## src/verilog/rsu_consts.svh

```systemverilog
// constants for the right shift unit: opcodes, field positions, resets
`ifndef RSU_CONSTS_SVH
`define RSU_CONSTS_SVH
`define RSU_OPC_SRADI 32'h7C000674
`define RSU_OPC_SRAW 32'h7C000630
`define RSU_OPC_SRAWI 32'h7C000670
`define RSU_OPC_SRD 32'h7C000436
`define RSU_OPC_SRW 32'h7C000430
`define RSU_MASK_X 32'hFC0007FE
`define RSU_MASK_XS 32'hFC0007FC
`define RSU_XO_SRD 10'h21B
`define RSU_XO_SRW 10'h218
`define RSU_SH_LO_MSB 15
`define RSU_SH_LO_LSB 11
`define RSU_SH_HI_BIT 1
`define RSU_REC_BIT 0
`define RSU_XO_MSB 10
`define RSU_XO_LSB 1
`define RSU_CR_RESET 4'h0
`define RSU_CA_RESET 1'b0
`endif

```

## src/verilog/rsu_pkg.sv

```systemverilog
// types for the right shift unit
package rsu_pkg;
   typedef enum logic [5:0]
   {
      RSU_OP_NONE = 6'h01,
      RSU_OP_SRADI = 6'h02,
      RSU_OP_SRAW = 6'h04,
      RSU_OP_SRAWI = 6'h08,
      RSU_OP_SRD = 6'h10,
      RSU_OP_SRW = 6'h20
   } rsu_op_t;
   typedef struct packed
   {
      logic negative_bit;
      logic positive_bit;
      logic zero_bit;
      logic summary_ovf;
   } rsu_cr_t;
   typedef struct packed
   {
      logic [31:0] instr;
      logic [63:0] source_gpr;
      logic [63:0] amount_gpr;
      logic so_in;
   } rsu_req_t;
   typedef struct packed
   {
      logic [63:0] dest_gpr;
      logic shift_out_flag;
      logic ca_write;
      logic cr_write;
      rsu_cr_t first_condition_field;
   } rsu_res_t;
endpackage

```

## src/verilog/rsu_core.sv

```systemverilog
// right shift execution datapath: decode, shift, carry and condition field
//
// Functional notes
// - decode doubleword immediate arithmetic shift opcode
// - immediate count msb is split field bit
// - doubleword arithmetic shift fills with sign
// - carry set when negative and ones lost
// - zero count copies source, clears carry
// - carry identical in 32 and 64-bit mode
// - decode word shift by register, six bits
// - word count 32..63 gives all sign bits
// - large word count loads carry with sign
// - decode word immediate shift, sign extend
// - word carry from negative low half losing ones
// - zero word count sign extends, clears carry
// - decode logical doubleword right shift
// - doubleword logical counts 64..127 give zero
// - decode logical word shift, zero fill
// - word logical clears top, big counts zero
// - record bit updates condition field
// - 32-bit part flags doubleword ops illegal
`timescale 1ns/1ps
`default_nettype none
`include "rsu_consts.svh"
module rsu_core
#(
   parameter bit IS64 = 1'b1
)
(
   input wire logic clk, // 50 MHz core clock
   input wire logic nrst, // async reset, active low
   input wire logic ce, // clock enable, freezes all state
   input wire logic req_valid, // operands presented this cycle
   input wire rsu_pkg::rsu_req_t req, // instruction and operands
   input wire logic mode64, // core runs in 64-bit mode
   output logic res_valid, // result strobe, one cycle
   output rsu_pkg::rsu_res_t res, // result bundle
   output logic illegal_instr // illegal-instruction pulse
);
   import rsu_pkg::*;
   rsu_op_t op;
   logic dec_illegal;
   logic [5:0] imm_count;
   logic [6:0] count;
   logic [63:0] sh_in;
   logic fill;
   logic [63:0] sh_out;
   logic lost;
   logic [63:0] next_dest;
   logic next_ca;
   logic next_ca_write;
   logic record;
   logic is_shift;
   ////////////////////////////////////////////////////////////////////////
   // decode
   rsu_decode u_dec
   (
      .instr(req.instr),
      .is64(IS64),
      .op(op),
      .illegal(dec_illegal)
   );
   assign record = req.instr[`RSU_REC_BIT];
   assign is_shift = req_valid && (op != RSU_OP_NONE);
   // split immediate: high bit sits apart from the five low bits
   assign imm_count = {req.instr[`RSU_SH_HI_BIT],
                       req.instr[`RSU_SH_LO_MSB:`RSU_SH_LO_LSB]};
   ////////////////////////////////////////////////////////////////////////
   // operand and count selection per operation
   always_comb
   begin
      count = 7'h00;
      sh_in = req.source_gpr;
      fill = 1'b0;
      case (op)
         RSU_OP_SRADI:
         begin
            count = {1'b0, imm_count};
            fill = req.source_gpr[63];
         end
         RSU_OP_SRAW:
         begin
            // bit 5 of the count gives 32..63; the sign-extended input turns these into all sign bits
            count = {1'b0, req.amount_gpr[5:0]};
            sh_in = {{32{req.source_gpr[31]}}, req.source_gpr[31:0]};
            fill = req.source_gpr[31];
         end
         RSU_OP_SRAWI:
         begin
            count = {2'b00, imm_count[4:0]};
            sh_in = {{32{req.source_gpr[31]}}, req.source_gpr[31:0]};
            fill = req.source_gpr[31];
         end
         RSU_OP_SRD:
            count = req.amount_gpr[6:0];
         RSU_OP_SRW:
         begin
            count = {1'b0, req.amount_gpr[5:0]};
            sh_in = {32'h00000000, req.source_gpr[31:0]};
         end
         default:
            count = 7'h00;
      endcase
   end
   ////////////////////////////////////////////////////////////////////////
   // shared barrel shifter
   rsu_shift #(.WIDTH(64)) u_shf
   (
      .din(sh_in),
      .count(count),
      .fill(fill),
      .dout(sh_out),
      .lost_one(lost)
   );
   ////////////////////////////////////////////////////////////////////////
   // result and carry; mode64 deliberately plays no part in the carry
   always_comb
   begin
      next_dest = sh_out;
      next_ca = 1'b0;
      next_ca_write = 1'b0;
      case (op)
         RSU_OP_SRADI:
         begin
            // zero count loses nothing, so carry clears by itself
            next_ca = fill & lost;
            next_ca_write = 1'b1;
         end
         RSU_OP_SRAW, RSU_OP_SRAWI:
         begin
            // lost ones in the 64-bit image include the upper sign copies
            // only for count >= 32, where carry equals the sign anyway
            next_ca = fill & lost;
            next_ca_write = 1'b1;
         end
         default:
            next_ca = 1'b0;
      endcase
   end
   ////////////////////////////////////////////////////////////////////////
   // output registers, single cycle
   always_ff @(posedge clk or negedge nrst)
   begin
      if (!nrst)
      begin
         res_valid <= 1'b0;
         illegal_instr <= 1'b0;
      end
      else if (ce)
      begin
         res_valid <= is_shift;
         illegal_instr <= req_valid && dec_illegal;
      end
   end
   // result bundle in one process: one writer for the whole struct
   // condition field: signed compare of the full 64-bit destination
   always_ff @(posedge clk or negedge nrst)
   begin
      if (!nrst)
      begin
         res.dest_gpr <= 64'h0000000000000000;
         res.shift_out_flag <= `RSU_CA_RESET;
         res.ca_write <= 1'b0;
         res.cr_write <= 1'b0;
         res.first_condition_field <= `RSU_CR_RESET;
      end
      else if (ce && is_shift)
      begin
         res.dest_gpr <= next_dest;
         res.shift_out_flag <= next_ca;
         res.ca_write <= next_ca_write;
         res.cr_write <= record;
         res.first_condition_field.negative_bit <= next_dest[63];
         res.first_condition_field.positive_bit <=
            !next_dest[63] && (next_dest != 64'h0000000000000000);
         res.first_condition_field.zero_bit <=
            (next_dest == 64'h0000000000000000);
         res.first_condition_field.summary_ovf <= req.so_in;
      end
   end
   ////////////////////////////////////////////////////////////////////////
   // checks
   logic unused_mode;
   assign unused_mode = mode64;
   chk_valid_latency: assert property (
      @(posedge clk) disable iff (!nrst)
      ce && is_shift |=> res_valid)
      else $error("result strobe missing");
   chk_sradi_zero: assert property (
      @(posedge clk) disable iff (!nrst)
      ce && is_shift && op == RSU_OP_SRADI && imm_count == 6'h00
      |=> res.dest_gpr == $past(req.source_gpr) && !res.shift_out_flag)
      else $error("zero count sradi wrong");
   chk_srd_big: assert property (
      @(posedge clk) disable iff (!nrst)
      ce && is_shift && op == RSU_OP_SRD && req.amount_gpr[6]
      |=> res.dest_gpr == 64'h0000000000000000)
      else $error("big srd not zero");
   chk_srw_upper: assert property (
      @(posedge clk) disable iff (!nrst)
      ce && is_shift && op == RSU_OP_SRW
      |=> res.dest_gpr[63:32] == 32'h00000000)
      else $error("srw upper not clear");
   chk_sraw_big: assert property (
      @(posedge clk) disable iff (!nrst)
      ce && is_shift && op == RSU_OP_SRAW && req.amount_gpr[5]
      |=> res.dest_gpr == {64{$past(req.source_gpr[31])}}
          && res.shift_out_flag == $past(req.source_gpr[31]))
      else $error("large sraw wrong");
   chk_ca_positive: assert property (
      @(posedge clk) disable iff (!nrst)
      ce && is_shift && fill == 1'b0 |=> !res.shift_out_flag)
      else $error("carry set on positive");
   chk_srawi_ext: assert property (
      @(posedge clk) disable iff (!nrst)
      ce && is_shift && op == RSU_OP_SRAWI
      |=> res.dest_gpr[63:31] == {33{res.dest_gpr[31]}})
      else $error("srawi not extended");
   chk_illegal_32: assert property (
      @(posedge clk) disable iff (!nrst)
      ce && req_valid && dec_illegal |=> illegal_instr && !res_valid)
      else $error("illegal op not flagged");
   chk_cr_zero: assert property (
      @(posedge clk) disable iff (!nrst)
      res_valid && res.cr_write
      |-> res.first_condition_field.zero_bit
          == (res.dest_gpr == 64'h0000000000000000))
      else $error("zero bit mismatch");
   // carry worked out from the source and mask, not from the shifter
   chk_sradi_carry: assert property (
      @(posedge clk) disable iff (!nrst)
      ce && is_shift && op == RSU_OP_SRADI
      |=> res.shift_out_flag == ($past(req.source_gpr[63])
          && (($past(req.source_gpr) & ~({64{1'b1}} << $past(imm_count)))
          != 64'h0000000000000000)))
      else $error("sradi carry wrong");
   chk_sradi_fill: assert property (
      @(posedge clk) disable iff (!nrst)
      ce && is_shift && op == RSU_OP_SRADI
      |=> res.dest_gpr
          == 64'($signed($past(req.source_gpr)) >>> $past(imm_count)))
      else $error("sradi result wrong");
   chk_word_zero: assert property (
      @(posedge clk) disable iff (!nrst)
      ce && is_shift && (op == RSU_OP_SRAW || op == RSU_OP_SRAWI)
      && count == 7'h00
      |=> res.dest_gpr == {{32{$past(req.source_gpr[31])}},
                           $past(req.source_gpr[31:0])}
          && !res.shift_out_flag)
      else $error("zero count word shift wrong");
   // decode: the record bit and register fields must not spoil a match
   chk_srd_decode: assert property (
      @(posedge clk) disable iff (!nrst)
      IS64 && (req.instr & `RSU_MASK_X) == `RSU_OPC_SRD
      |-> op == RSU_OP_SRD)
      else $error("srd not decoded");
   chk_srw_decode: assert property (
      @(posedge clk) disable iff (!nrst)
      (req.instr & `RSU_MASK_X) == `RSU_OPC_SRW |-> op == RSU_OP_SRW)
      else $error("srw not decoded");
   // unknown opcodes must leave no strobe behind
   chk_none_silent: assert property (
      @(posedge clk) disable iff (!nrst)
      ce && req_valid && op == RSU_OP_NONE && !dec_illegal
      |=> !res_valid)
      else $error("strobe on unknown opcode");
   // a low enable must hold every output where it stands
   chk_ce_freeze: assert property (
      @(posedge clk) disable iff (!nrst)
      !ce |=> $stable(res) && $stable(res_valid) && $stable(illegal_instr))
      else $error("state moved with enable low");
   cov_sradi: cover property (@(posedge clk) disable iff (!nrst)
      ce && is_shift && op == RSU_OP_SRADI && next_ca);
   cov_sraw_big: cover property (@(posedge clk) disable iff (!nrst)
      ce && is_shift && op == RSU_OP_SRAW && req.amount_gpr[5]);
   cov_srd: cover property (@(posedge clk) disable iff (!nrst)
      ce && is_shift && op == RSU_OP_SRD && record);
   cov_srw: cover property (@(posedge clk) disable iff (!nrst)
      ce && is_shift && op == RSU_OP_SRW);
endmodule
`default_nettype wire

```

## src/verilog/rsu_decode.sv

```systemverilog
// opcode decoder for the right shift unit
`timescale 1ns/1ps
`default_nettype none
`include "rsu_consts.svh"
module rsu_decode
(
   input wire logic [31:0] instr, // instruction word
   input wire logic is64, // 64-bit implementation
   output rsu_pkg::rsu_op_t op, // decoded operation
   output logic illegal // doubleword op on 32-bit part
);
   import rsu_pkg::*;
   ////////////////////////////////////////////////////////////////////////
   // match on primary and extended opcode, record bit ignored
   always_comb
   begin
      op = RSU_OP_NONE;
      illegal = 1'b0;
      if ((instr & `RSU_MASK_XS) == (`RSU_OPC_SRADI & `RSU_MASK_XS))
      begin
         op = is64 ? RSU_OP_SRADI : RSU_OP_NONE;
         illegal = !is64;
      end
      else if ((instr & `RSU_MASK_X) == `RSU_OPC_SRAW)
         op = RSU_OP_SRAW;
      else if ((instr & `RSU_MASK_X) == `RSU_OPC_SRAWI)
         op = RSU_OP_SRAWI;
      else if ((instr & `RSU_MASK_X) == `RSU_OPC_SRD)
      begin
         op = is64 ? RSU_OP_SRD : RSU_OP_NONE;
         illegal = !is64;
      end
      else if ((instr & `RSU_MASK_X) == `RSU_OPC_SRW)
         op = RSU_OP_SRW;
   end
endmodule
`default_nettype wire

```

## src/verilog/rsu_shift.sv

```systemverilog
// combinational sign/zero filling right shifter with shifted-out detect
`timescale 1ns/1ps
`default_nettype none
module rsu_shift
#(
   parameter int WIDTH = 64
)
(
   input wire logic [WIDTH-1:0] din, // value to shift
   input wire logic [6:0] count, // shift count, saturates at WIDTH
   input wire logic fill, // bit shifted in at the top
   output logic [WIDTH-1:0] dout, // shifted value
   output logic lost_one // a 1 bit left the bottom
);
   logic [2*WIDTH-1:0] wide;
   // a third width of zeros catches the bits that leave the bottom
   logic [3*WIDTH-1:0] moved;
   ////////////////////////////////////////////////////////////////////////
   // triple width shift keeps the lost bits for the carry check
   always_comb
   begin
      wide = {{WIDTH{fill}}, din};
      moved = {wide, {WIDTH{1'b0}}} >> count;
      if (count >= 7'(WIDTH))
      begin
         dout = {WIDTH{fill}};
         lost_one = |din;
      end
      else
      begin
         dout = moved[2*WIDTH-1:WIDTH];
         lost_one = |moved[WIDTH-1:0];
      end
   end
endmodule
`default_nettype wire
```

## config.mk

```make
export PLATFORM = sky130hd
export DESIGN_NAME = rsu_core
export DESIGN_NICKNAME = d
export VERILOG_FILES = /design/src/verilog/rsu_pkg.sv /design/src/verilog/rsu_core.sv /design/src/verilog/rsu_decode.sv /design/src/verilog/rsu_shift.sv
export VERILOG_INCLUDE_DIRS = /design/src /design/src/verilog
export SDC_FILE = /design/constraint.sdc
export NUM_CORES = 1
export LEC_CHECK = 0
export BUFFER_PORTS_ARGS = -buffer_cell sky130_fd_sc_hd__buf_2
export CORE_MARGIN = 8
export CORE_UTILIZATION = 54
export CTS_BUF_LIST = sky130_fd_sc_hd__clkbuf_8
export CTS_CLUSTER_SIZE = 40
export DETAILED_ROUTE_END_ITERATION = 10
export HOLD_SLACK_MARGIN = 0.06
export PLACE_DENSITY = 0.89
export SETUP_SLACK_MARGIN = 0.1
export SYNTH_ARGS = -nofsm -noshare
export SYNTH_HDL_FRONTEND = slang
export SYNTH_SLANG_ARGS = --single-unit
export TNS_END_PERCENT = 1
```

## constraint.sdc

```tcl
create_clock -name clk -period 0.9 [get_ports clk]
set_input_delay 0.18 -clock clk [delete_from_list [all_inputs] [get_ports clk]]
set_output_delay 0.18 -clock clk [all_outputs]
set_load 0.01 [all_outputs]
```

==> results of run 1 <==
[cell families after synthesis]
kind of cell	Yosys count	synth area share (%)
AND/OR/NAND/NOR	450	25.1
other	1	0.0455
flip-flops	71	21.6
AO/OA/AOI/OAI	495	39.2
multiplexers	65	8.43
buffers and inverters	103	5.62
[per-layer routing]
layer,GRT usage [%],overflow
met5,40.4,1
met4,75.6,72
met3,64.8,11
met2,87.5,99
met1,73.0,1
[repair_timing]
item	CTS
endpoints found under the hold margin	73
pin swaps	48
gates resized for setup	158
hold buffers	1
endpoints found under the setup margin	143
buffers inserted	15
gates cloned	2
[through the flow]
stage | TNS [ns] | setup WS (ns) | instance area, um2
global placement | -168.69 | -3.11 | 12200
CTS | -152.90 | -2.75 | 13100
detailed placement | -177.39 | -3.34 | 12200
floorplan | -126.02 | -2.68 | 8390
==> results.json, run 1 <==
{
  "flow.first_error": "[ERROR GRT-0232] Routing congestion too high. Check the congestion heatmap in the GUI.",
  "synth_sequential_area_ratio_pct": 21.6,
  "synth.ff_latch_count": 71,
  "ys_async_sr_fraction_pct": 100,
  "gp_routability_congestion": 1.25,
  "ys_dominant_reg_cell": "dfrtp_1",
  "port_bufs": 169,
  "cts-root-buf": "clkbuf_8",
  "io_pins": 239,
  "cts_max_level": 3,
  "die_h_um": 139,
  "yosys_warnings": 0,
  "ctsLongestPathBuffers": 2,
  "commonest_cells_in_the_netlist": "192 x nand2_1, 145 x o21ai_0, 106 x nor2_1, 79 x a21oi_1, 71 x dfrtp_1",
  "numPlacedInstances": 1851,
  "std_cell_rows": 45,
  "cts_sinks": 71,
  "place_hpwl_um": 32500,
  "synth_edf_count": 0,
  "yosysMostFrequentCell": "nand2_1",
  "ys_types": 79,
  "tritoncts_buffer_count": 9,
  "synth_fp_nets": 1351,
  "synth.area.top_cells": "dfrtp_1 22%, o21ai_0 8.8%, nand2_1 8.8%",
  "status": "stopped before the end",
  "post-synth-top-area-fraction_pct": 21.6,
  "grt_max_degree": 48,
  "synthCells": 1185,
  "groute.usage.overall_pct": 74.8,
  "stop_stage": "global routing",
  "floorplan.initialDensity_pct": 54.8,
  "globalRoute.totalOverflow": 184,
  "die-width_um": 139,
  "post_synthesis_area_per_instance_um2": 6.95,
  "post_synth_instance_area_um2": 8230,
  "synth_top_area_cell": "dfrtp_1"
}
==> run 2, diff against run 1 <==
--- a/config.mk
+++ b/config.mk
@@ -8,13 +8,9 @@
 export LEC_CHECK = 0
 export BUFFER_PORTS_ARGS = -buffer_cell sky130_fd_sc_hd__buf_2
 export CORE_MARGIN = 8
-export CORE_UTILIZATION = 54
-export CTS_BUF_LIST = sky130_fd_sc_hd__clkbuf_8
-export CTS_CLUSTER_SIZE = 40
+export CORE_UTILIZATION = 39
 export DETAILED_ROUTE_END_ITERATION = 10
-export HOLD_SLACK_MARGIN = 0.06
-export PLACE_DENSITY = 0.89
-export SETUP_SLACK_MARGIN = 0.1
+export PLACE_DENSITY_LB_ADDON = 0.15
 export SYNTH_ARGS = -nofsm -noshare
 export SYNTH_HDL_FRONTEND = slang
 export SYNTH_SLANG_ARGS = --single-unit
==> run 2 against run 1 <==
Synthesized area unchanged; synthesized cell count unchanged; the flow now finishes, with violations (setup timing).
==> results.json, run 2 <==
{
  "post_synthesis_area_per_instance_um2": 6.95,
  "port_bufs": 169,
  "cts-root-buf": "clkbuf_16",
  "commonest_cells_in_the_netlist": "192 x nand2_1, 145 x o21ai_0, 106 x nor2_1, 79 x a21oi_1, 71 x dfrtp_1",
  "worst_pin_slew_ns": 0.682,
  "grt_pass1_wl_um": 67900,
  "finalSetupViolCount": 143,
  "power.leakage_nw": 6.95,
  "ctsLongestPathBuffers": 2,
  "post_synth_instance_area_um2": 8230,
  "drcViolationCount": 0,
  "detail_route.first_pass.iterations": 5,
  "critPathMostFrequentCell": "nor3_2",
  "synth_xor_area_share_pct": 0,
  "avgRoutedWirePerCell_um": 21.7,
  "stdcell_area_um2": 14400,
  "start_kind": "input pin",
  "cp_top_family": "simple AND/OR/NAND/NOR gates",
  "groute.usage.overall_pct": 32.7,
  "post-route-min-period_ns": 3.78,
  "registers.top_by_ff_count": "res",
  "total_die_area_um2": 26000,
  "worst-setup-path-type": "input pin to flop",
  "grt_max_degree": 58,
  "largest_register_ffs": 70,
  "synth_mux_area_share_pct": 8.43,
  "drv_cap": 0,
  "synth_fp_nets": 1351,
  "die-width_um": 161,
  "route.vias.total": 12200,
  "antenna_found_initial": 0,
  "status": "complete, but fails checks",
  "placed_area_um2": 12800,
  "gp_routability_congestion": 0.971,
  "std_cell_rows": 53,
  "final_critical_path_setup_slack_ns": -2.88,
  "final_cell_mix": "446 x buf_4, 180 x nand2_1, 152 x buf_2",
  "floorplan.initialDensity_pct": 39.4,
  "synth_compound_area_share_pct": 39.2,
  "ys_async_sr_fraction_pct": 100,
  "cts_sinks": 71,
  "failed_checks": "setup timing",
  "slew-limit-headroom_pct": 54.5,
  "synth_fa_ha_area_share_pct": 0,
  "finalWirelength_um": 44100,
  "finalClockSkew_ns": 0,
  "layout_worst_path_cycle_share_pct": 421,
  "reg.largest.list": "res x70, res_valid x1",
  "drtAntennaViolNets": 0,
  "tritoncts_buffer_count": 9,
  "cp_max_fo": 7,
  "synth.area.top_cells": "dfrtp_1 22%, o21ai_0 8.8%, nand2_1 8.8%",
  "layout.nets": 1921,
  "irDropWorstVdd_mv": 0.846,
  "cts_max_level": 3,
  "cp.required_ns": 1.11,
  "yosys.area_share.simple_pct": 25.1,
  "grt_pass1_vias": 12200,
  "timing.fmax_mhz": 264,
  "clock_tree_from_tritoncts": "yes",
  "crit_path_max_incr_delay_ns": 0.54,
  "main_combinational_cell_family_by_area_after_synthesis": "compound AO/OA/AOI/OAI gates",
  "synth_edf_count": 0,
  "critPathSlowestCell": "or4_4",
  "final_layout_worst_hold_slack_ns": 0.0926,
  "core_area_um2": 20900,
  "cellPowerDensity_nw_per_um2": 676,
  "yosys_warnings": 0,
  "synth.ff_latch_count": 71,
  "initialDrtViolationCount": 1104,
  "die_h_um": 161,
  "crit_arrival_ns": 4.00,
  "worstPathCellList": "buf_2, or3_4, a2111oi_4, buf_6, a32oi_4, buf_6, buf_16, mux2i_4, o22ai_2, nor3_2, a211oi_4, and2_4, nor3_2, buf_4, a211oi_4, nor3_2, nand4_1, or4_4, a31o_1",
  "syn2layout_area_growth_pct": 75.3,
  "timing.critical_path.to_type": "flop",
  "clk_transition_reported_paths_ns": 0.05,
  "antenna-diode-count": 0,
  "layout-drive-gt1-share_pct": 50.2,
  "globalRoute.totalOverflow": 0,
  "worst-path-buf-inv": 5,
  "ys_dominant_reg_cell": "dfrtp_1",
  "viasPerCell": 6.01,
  "synth_top_area_cell": "dfrtp_1",
  "clkLatencyLatePin_ns": 0.32,
  "number_of_failing_hold_endpoints_at_the_final_stage": 0,
  "final.fill_count": 1818,
  "final_max_slew_viol_count": 0,
  "holdCritPathClass": "input pin to flop",
  "ys_types": 79,
  "layout.cells.most_common": "buf_4",
  "place_hpwl_um": 35900,
  "post-synth-top-area-fraction_pct": 21.6,
  "io_pins": 239,
  "synthCells": 1185,
  "yosysMostFrequentCell": "nand2_1",
  "setup_repair_after_global_routing_missed_its_margin": "yes",
  "synth_sequential_area_ratio_pct": 21.6
}
[run 2: cell counts after synthesis]
No cell type changed its count.
[run 2: layout make-up]
| type | instances | area (um2) | share of cell area, % |
|---|---|---|---|
| clock buffer | 11 | 253 | 1.75 |
| clock inverter | 5 | 56.3 | 0.390 |
| inverter | 13 | 48.8 | 0.338 |
| multi-input combinational | 1011 | 7130 | 49.4 |
| sequential | 71 | 1780 | 12.3 |
| tap | 275 | 344 | 2.38 |
| timing repair buffer | 649 | 4830 | 33.5 |
[run 2: path summary, 6_finish.rpt]
check / from / end / slack (ns) / depth (start not counted)
setup / recovery: req[131] / res[2] / -2.88 / 19
hold / removal: req[0] / res[0] / 0.09 / 2
setup reg to reg: res[5] / res[5] / -0.03 / 2
hold reg to reg: res[33] / res[33] / 0.47 / 2
max in group asynchronous: nrst / res[12] / 0.24 / 3
min in group asynchronous: nrst / res_valid / 0.38 / 3
[run 2: logic make-up (layout without fill, tap and decap cells)]
| group | after synthesis | in the layout |
|---|---|---|
| other | 1 | 1 |
| muxes | 65 | 65 |
| AOI/OAI and AO/OA | 495 | 495 |
| DFF | 71 | 71 |
| and+or+nand+nor | 450 | 450 |
| buffers and inverters | 103 | 678 |
[run 2: through the flow]
step	util (%)	instances	setup TNS, ns	total power [mW]	setup slack (ns)
finish	69.1	2035	-152.24	9.75	-2.88
global route	69.1	2035	-164.40	10.1	-3.03
CTS	67.0	2028	-149.30	9.63	-2.82
detailed placement	61.2	1998	-180.32	5.80	-3.50
global placement	61.2	1998	-177.88	5.78	-3.46
floorplan	-	1185	-126.02	4.22	-2.68
[run 2: repair_timing]
item	CTS	global route
pin swaps	57	25
setup endpoints to repair	143	143
gates cloned	2	0
resized for setup	196	92
hold buffers	1	0
buffers inserted	11	7
hold endpoints to repair	71	0
[run 2: per-layer routing]
layer / wire length [um] / vias to the layer above / GRT usage [%]
met5: 0 / - / 0
met4: 2010 / 0 / 14.7
met3: 3130 / 127 / 3.87
met2: 20200 / 617 / 53.1
met1: 18800 / 5838 / 42.8
li1: - / 5653 / -
[run 2: power breakdown]
group / internal [mW] / leakage, nW / switching, mW
Combinational: 1.39 / 5.81 / 1.55
Clock: 2.29 / 0.152 / 1.33
Sequential: 3.20 / 0.987 / 0.00228
Total: 6.88 / 6.95 / 2.88
[run 2: worst register-to-register path: cells and delay by family (launching register included)]
kind / cells / cell delay, ns
AO/OA/AOI/OAI: 2 / 0.42
flip-flops: 1 / 0.39
(Power assumes the default switching activity.)
==> run 3, diff against run 2 <==
--- a/config.mk
+++ b/config.mk
@@ -6,12 +6,11 @@
 export SDC_FILE = /design/constraint.sdc
 export NUM_CORES = 1
 export LEC_CHECK = 0
-export BUFFER_PORTS_ARGS = -buffer_cell sky130_fd_sc_hd__buf_2
 export CORE_MARGIN = 8
 export CORE_UTILIZATION = 39
 export DETAILED_ROUTE_END_ITERATION = 10
+export DONT_BUFFER_PORTS = 1
 export PLACE_DENSITY_LB_ADDON = 0.15
 export SYNTH_ARGS = -nofsm -noshare
 export SYNTH_HDL_FRONTEND = slang
 export SYNTH_SLANG_ARGS = --single-unit
-export TNS_END_PERCENT = 1
==> run 3 against run 2 <==
The run ends with hold timing, setup timing left; clock power is 1% higher; sequential share of layout area is 0.54 points higher; critical path type unchanged; first-iteration DRC count is 8.2% higher; worst hold slack worse by 0.56 ns.
==> results.json, run 3 (same netlist as run 2, synthesis figures left out) <==
{
  "worst-path-buf-inv": 4,
  "port_bufs": 0,
  "critPathSlowestCell": "or4_4",
  "reg2reg_depth": 2,
  "number_of_failing_hold_endpoints_at_the_final_stage": 71,
  "core_area_um2": 20900,
  "drv_cap": 0,
  "ctsLongestPathBuffers": 2,
  "final_cell_mix": "424 x buf_4, 187 x nand2_1, 92 x nor2_1",
  "multiInputGateArea_um2": 7170,
  "detailedPlace.worstSlack_ns": -3.22,
  "finalSetupViolCount": 143,
  "crit_path_max_incr_delay_ns": 0.43,
  "status": "complete, but fails checks",
  "clkLatencyLatePin_ns": 0.34,
  "final.fill_count": 1856,
  "layout.cells.most_common": "buf_4",
  "slew-limit-headroom_pct": 26.3,
  "gp_routability_congestion": 1.03,
  "final_layout_worst_hold_slack_ns": -0.467,
  "layout-drive-gt1-share_pct": 45.0,
  "critPathMostFrequentCell": "buf_12",
  "cp_max_fo": 13,
  "cts_sinks": 71,
  "setup_repair_after_global_routing_missed_its_margin": "yes",
  "cp.required_ns": 1.13,
  "failed_checks": "hold timing, setup timing",
  "drcViolationCount": 0,
  "grt_pass1_wl_um": 67500,
  "stdcell_area_um2": 13800,
  "numPlacedInstances": 1835,
  "irDropWorstVdd_mv": 0.830,
  "reg.largest.list": "res x70, res_valid x1",
  "cellPowerDensity_nw_per_um2": 673,
  "worstPathCellList": "or3_4, a2111oi_4, buf_12, a32oi_4, buf_12, buf_16, mux2i_1, a211oi_2, nor4_1, a21oi_1, mux2i_2, buf_4, o211ai_1, and4b_1, nand4_1, or4_4, a31o_1",
  "floorplan.initialDensity_pct": 39.4,
  "syn2layout_area_growth_pct": 68.0,
  "r2r-end": "res[2]",
  "die_h_um": 161,
  "cp_top_family": "simple AND/OR/NAND/NOR gates",
  "place_hpwl_um": 36400,
  "io_pins": 239,
  "post_cts_hold_buffer_count": 4,
  "holdCritPathClass": "input pin to async pin",
  "antenna_found_initial": 0,
  "seq_area_um2": 1780,
  "antenna-diode-count": 0,
  "std_cell_rows": 53,
  "total_neg_setup_slack_ns": -142.76,
  "placed_area_um2": 12300,
  "timing.critical_path.to_type": "flop",
  "design_power_total_mw": 9.31,
  "viasPerCell": 6.20,
  "globalRoute.totalOverflow": 0,
  "cts-root-buf": "clkbuf_16",
  "grt_max_degree": 72,
  "final_max_slew_viol_count": 0,
  "route.vias.total": 11700,
  "layout_worst_path_cycle_share_pct": 408,
  "timing.fmax_mhz": 272,
  "drtAntennaViolNets": 0,
  "grt_pass1_vias": 11500,
  "total_die_area_um2": 26000,
  "clock_tree_from_tritoncts": "yes",
  "critical_path.reg2reg.startpoint": "res[2]",
  "avgRoutedWirePerCell_um": 23.7,
  "final_critical_path_setup_slack_ns": -2.77,
  "groute.usage.overall_pct": 32.8,
  "timing.critical_path.depth": 17,
  "crit_arrival_ns": 3.90,
  "registers.top_by_ff_count": "res",
  "finalClockSkew_ns": 0,
  "die-width_um": 161,
  "layout.nets": 1769,
  "rrSetupSlack_ns": -0.07,
  "worst_pin_slew_ns": 1.10,
  "finalWirelength_um": 44600,
  "clk_transition_reported_paths_ns": 0.06,
  "detail_route.first_pass.iterations": 5,
  "tritoncts_buffer_count": 9,
  "post-route-min-period_ns": 3.67,
  "initialDrtViolationCount": 1194,
  "worst-setup-path-type": "input pin to flop",
  "power.leakage_nw": 6.28,
  "final_cells": 1883,
  "cts_max_level": 3,
  "largest_register_ffs": 70,
  "start_kind": "input pin"
}
[run 3: cell count changes in the layout (fill, tap and decap cells not counted), moves of 6 or more]
cell     before  now
buf_12       13   19
buf_2       152    0
buf_4       446  424
buf_6        34   49
nand2_1     180  187
o21ai_0      99   83
o21ai_1      47   60
[run 3: worst max-delay path by stage]
stage,startpoint,to
global placement,req[130],res[2]
global route,req[135],res[2]
CTS,req[135],res[2]
floorplan,req[130],res[2]
finish,req[135],res[2]
detailed placement,req[130],res[2]
[run 3: report_power, final]
part	switching, mW	total, mW	internal [mW]
registers	0.00401	3.20	3.20
logic	1.25	2.46	1.20
clock network	1.48	3.66	2.17
total	2.74	9.31	6.57
[run 3: cell type report]
| cell class | count | share of cell area, % |
|---|---|---|
| Clock inverter | 7 | 0.570 |
| Tap cell | 275 | 2.49 |
| Clock buffer | 9 | 1.63 |
| Timing Repair Buffer | 497 | 30.2 |
| Sequential cell | 71 | 12.8 |
| Multi-Input combinational cell | 1011 | 51.9 |
| Inverter | 13 | 0.353 |
[run 3: repair_timing]
item | CTS | global route
endpoints found under the hold margin | 75 | 71
endpoints found under the setup margin | 143 | 143
resized for setup | 183 | 53
buffers inserted | 18 | 9
pin swaps | 33 | 11
cloned | 1 | 0
[run 3: stage by stage]
stage,hold slack (ns),util (%)
CTS,-0.468,64.7
finish,-0.467,66.2
global route,-0.473,66.2
floorplan,-0.116,-
detailed placement,-0.113,58.8
global placement,-0.114,58.8
[run 3: routing by layer]
layer / vias to the layer above / track usage, % / wire length [um]
li1: 5355 / - / -
met1: 5518 / 42.2 / 18400
met2: 669 / 53.4 / 20300
met3: 138 / 5.83 / 3930
met4: 0 / 13.6 / 1990
met5: - / 0 / 0
==> run 4, diff against run 3 <==
--- a/config.mk
+++ b/config.mk
@@ -11,6 +11,8 @@
 export DETAILED_ROUTE_END_ITERATION = 10
 export DONT_BUFFER_PORTS = 1
 export PLACE_DENSITY_LB_ADDON = 0.15
+export RECOVER_POWER = 100
+export SKIP_LAST_GASP = 1
 export SYNTH_ARGS = -nofsm -noshare
 export SYNTH_HDL_FRONTEND = slang
 export SYNTH_SLANG_ARGS = --single-unit
==> run 4 against run 3 <==
The flow still finishes with violations (hold timing, setup timing); critical endpoint unchanged; setup slack got worse by 0.016 ns; worst hold slack barely moved; critical path depth did not move; fmax fell by 0.43%; clock skew did not move; sequential share of layout area rose by 0.41 points; combinational power fell by 3%; count of clock-buffer cells in the layout did not move; clock power barely moved; routed wire length fell by 0.37%; largest cell class unchanged.
==> results.json, run 4 (same netlist as run 2, synthesis figures left out) <==
{
  "holdCritPathClass": "input pin to async pin",
  "layout_worst_path_cycle_share_pct": 410,
  "route.vias.total": 11600,
  "critical_path.startpoint": "req[135]",
  "failed_checks": "hold timing, setup timing",
  "timing.critical_path.to_type": "flop",
  "design_power_total_mw": 9.24,
  "power.share.sequential_pct": 34.6,
  "io_pins": 239,
  "clk_transition_reported_paths_ns": 0.06,
  "layout.nets": 1767,
  "power.leakage_nw": 6.17,
  "groute.usage.overall_pct": 32.7,
  "total_die_area_um2": 26000,
  "cts_max_level": 3,
  "ctsLongestPathBuffers": 2,
  "port_bufs": 0,
  "post-route-min-period_ns": 3.69,
  "detailedPlace.worstSlack_ns": -3.22,
  "p_switching_mw": 2.71,
  "reg.largest.list": "res x70, res_valid x1",
  "irDropWorstVdd_mv": 0.833,
  "final_cell_mix": "469 x buf_4, 187 x nand2_1, 94 x nor2_1",
  "drtAntennaViolNets": 0,
  "finalSetupViolCount": 143,
  "internal_power_mw": 6.53,
  "final_layout_worst_hold_slack_ns": -0.467,
  "cp_max_fo": 13,
  "layout-drive-gt1-share_pct": 43.2,
  "grt_pass1_vias": 11400,
  "tritoncts_buffer_count": 9,
  "timing.fmax_mhz": 271,
  "worst_pin_slew_ns": 1.15,
  "post_cts_hold_buffer_count": 4,
  "critical_path.reg2reg.startpoint": "res[2]",
  "status": "complete, but fails checks",
  "grt_pass1_wl_um": 67200,
  "cts-root-buf": "clkbuf_16",
  "floorplan.initialDensity_pct": 39.4,
  "die_h_um": 161,
  "cts_sinks": 71,
  "viasPerCell": 6.15,
  "core_area_um2": 20900,
  "seq_area_um2": 1780,
  "stdcell_area_um2": 13400,
  "globalRoute.totalOverflow": 0,
  "final_critical_path_setup_slack_ns": -2.79,
  "multiInputGateArea_um2": 6960,
  "avgRoutedWirePerCell_um": 23.6,
  "number_of_failing_hold_endpoints_at_the_final_stage": 71,
  "total_neg_setup_slack_ns": -143.49,
  "worst-setup-path-type": "input pin to flop",
  "power_frac_clock_pct": 39.6,
  "postLayoutCoreUtil_pct": 64.2,
  "std_cell_rows": 53,
  "drv_cap": 0,
  "clkLatencyLatePin_ns": 0.34,
  "antenna_found_initial": 0,
  "crit_arrival_ns": 3.92,
  "drcViolationCount": 0,
  "registers.top_by_ff_count": "res",
  "syn2layout_area_growth_pct": 62.8,
  "setup_repair_after_global_routing_missed_its_margin": "yes",
  "antenna-diode-count": 0,
  "cp.required_ns": 1.13,
  "die-width_um": 161,
  "placed_area_um2": 12300,
  "detail_route.first_pass.iterations": 5,
  "finalClockSkew_ns": 0,
  "switching_share_pct": 29.3,
  "power.combinational.fraction_pct": 25.8,
  "initialDrtViolationCount": 1173,
  "clock_tree_from_tritoncts": "yes",
  "final_max_slew_viol_count": 0,
  "finalWirelength_um": 44500,
  "place_hpwl_um": 36400,
  "gp_routability_congestion": 1.03,
  "largest_register_ffs": 70,
  "cellPowerDensity_nw_per_um2": 690,
  "grt_max_degree": 72,
  "layout.cells.most_common": "buf_4",
  "start_kind": "input pin",
  "slew-limit-headroom_pct": 23.1,
  "final.fill_count": 1913
}
run 4: what timing repair did:
action	in CTS	in global routing
gates resized for setup	101	37
setup buffers	18	7
endpoints found under the setup margin	143	143
pin swaps	26	9
endpoints found under the hold margin	75	71
gates cloned	1	0
run 4: power groups by stage:
stage | combinational [mW] | sequential, mW | clock [mW]
floorplan | 1.03 | 3.26 | 0
global placement | 2.08 | 3.26 | 0
detailed placement | 2.09 | 3.26 | 0
CTS | 2.26 | 3.20 | 3.67
global route | 2.52 | 3.20 | 3.80
finish | 2.38 | 3.20 | 3.66
run 4: metal layers:
| layer | vias up | routed length [um] | share of wire [%] | global-route usage [%] |
|---|---|---|---|---|
| met2 | 567 | 20400 | 46 | 52.7 |
| met4 | 0 | 1720 | 3.9 | 13.9 |
| met5 | - | 0 | 0 | 0 |
| met3 | 99 | 3770 | 8.5 | 5.88 |
| li1 | 5349 | - | - | - |
| met1 | 5548 | 18600 | 42 | 42.3 |
run 4: critical path, stage by stage:
cell and delay, ns:
or3_4 0.39, a2111oi_4 0.35, buf_12 0.17, a32oi_4 0.08
buf_12 0.16, buf_16 0.14, mux2i_1 0.20, a211oi_2 0.12
nor4_1 0.26, a21oi_2 0.12, mux2i_2 0.30, buf_4 0.20
o211ai_1 0.16, and4b_1 0.31, nand4_1 0.09, or4_4 0.43
a31o_1 0.22
run 4: per-stage QoR:
stage          hold slack [ns]  instances
2_1_floorplan           -0.116       1185
3_3_place_gp            -0.114       1835
3_5_place_dp            -0.113       1835
4_1_cts                 -0.468       1874
5_1_grt                 -0.473       1881
6_report                -0.467       1881
run 4: final cells by class:
class	count	share of cell area [%]
sequential	71	13.3
clock inverter	7	0.588
timing repair buffer	495	29.6
clock buffer	9	1.68
inverter	13	0.364
multi-input combinational	1011	51.9
tap	275	2.57
run 4: worst paths after layout:
check | endpoint | slack, ns | cells past startpoint
min in group clk | res[5] | 0.08 | 3
worst max register to register | res[2] | -0.05 | 2
worst min register to register | res[67] | 0.49 | 2
worst min-delay path | res[67] | -0.47 | 0
worst max-delay path | res[2] | -2.79 | 17
max in group asynchronous | res[14] | 1.23 | 0
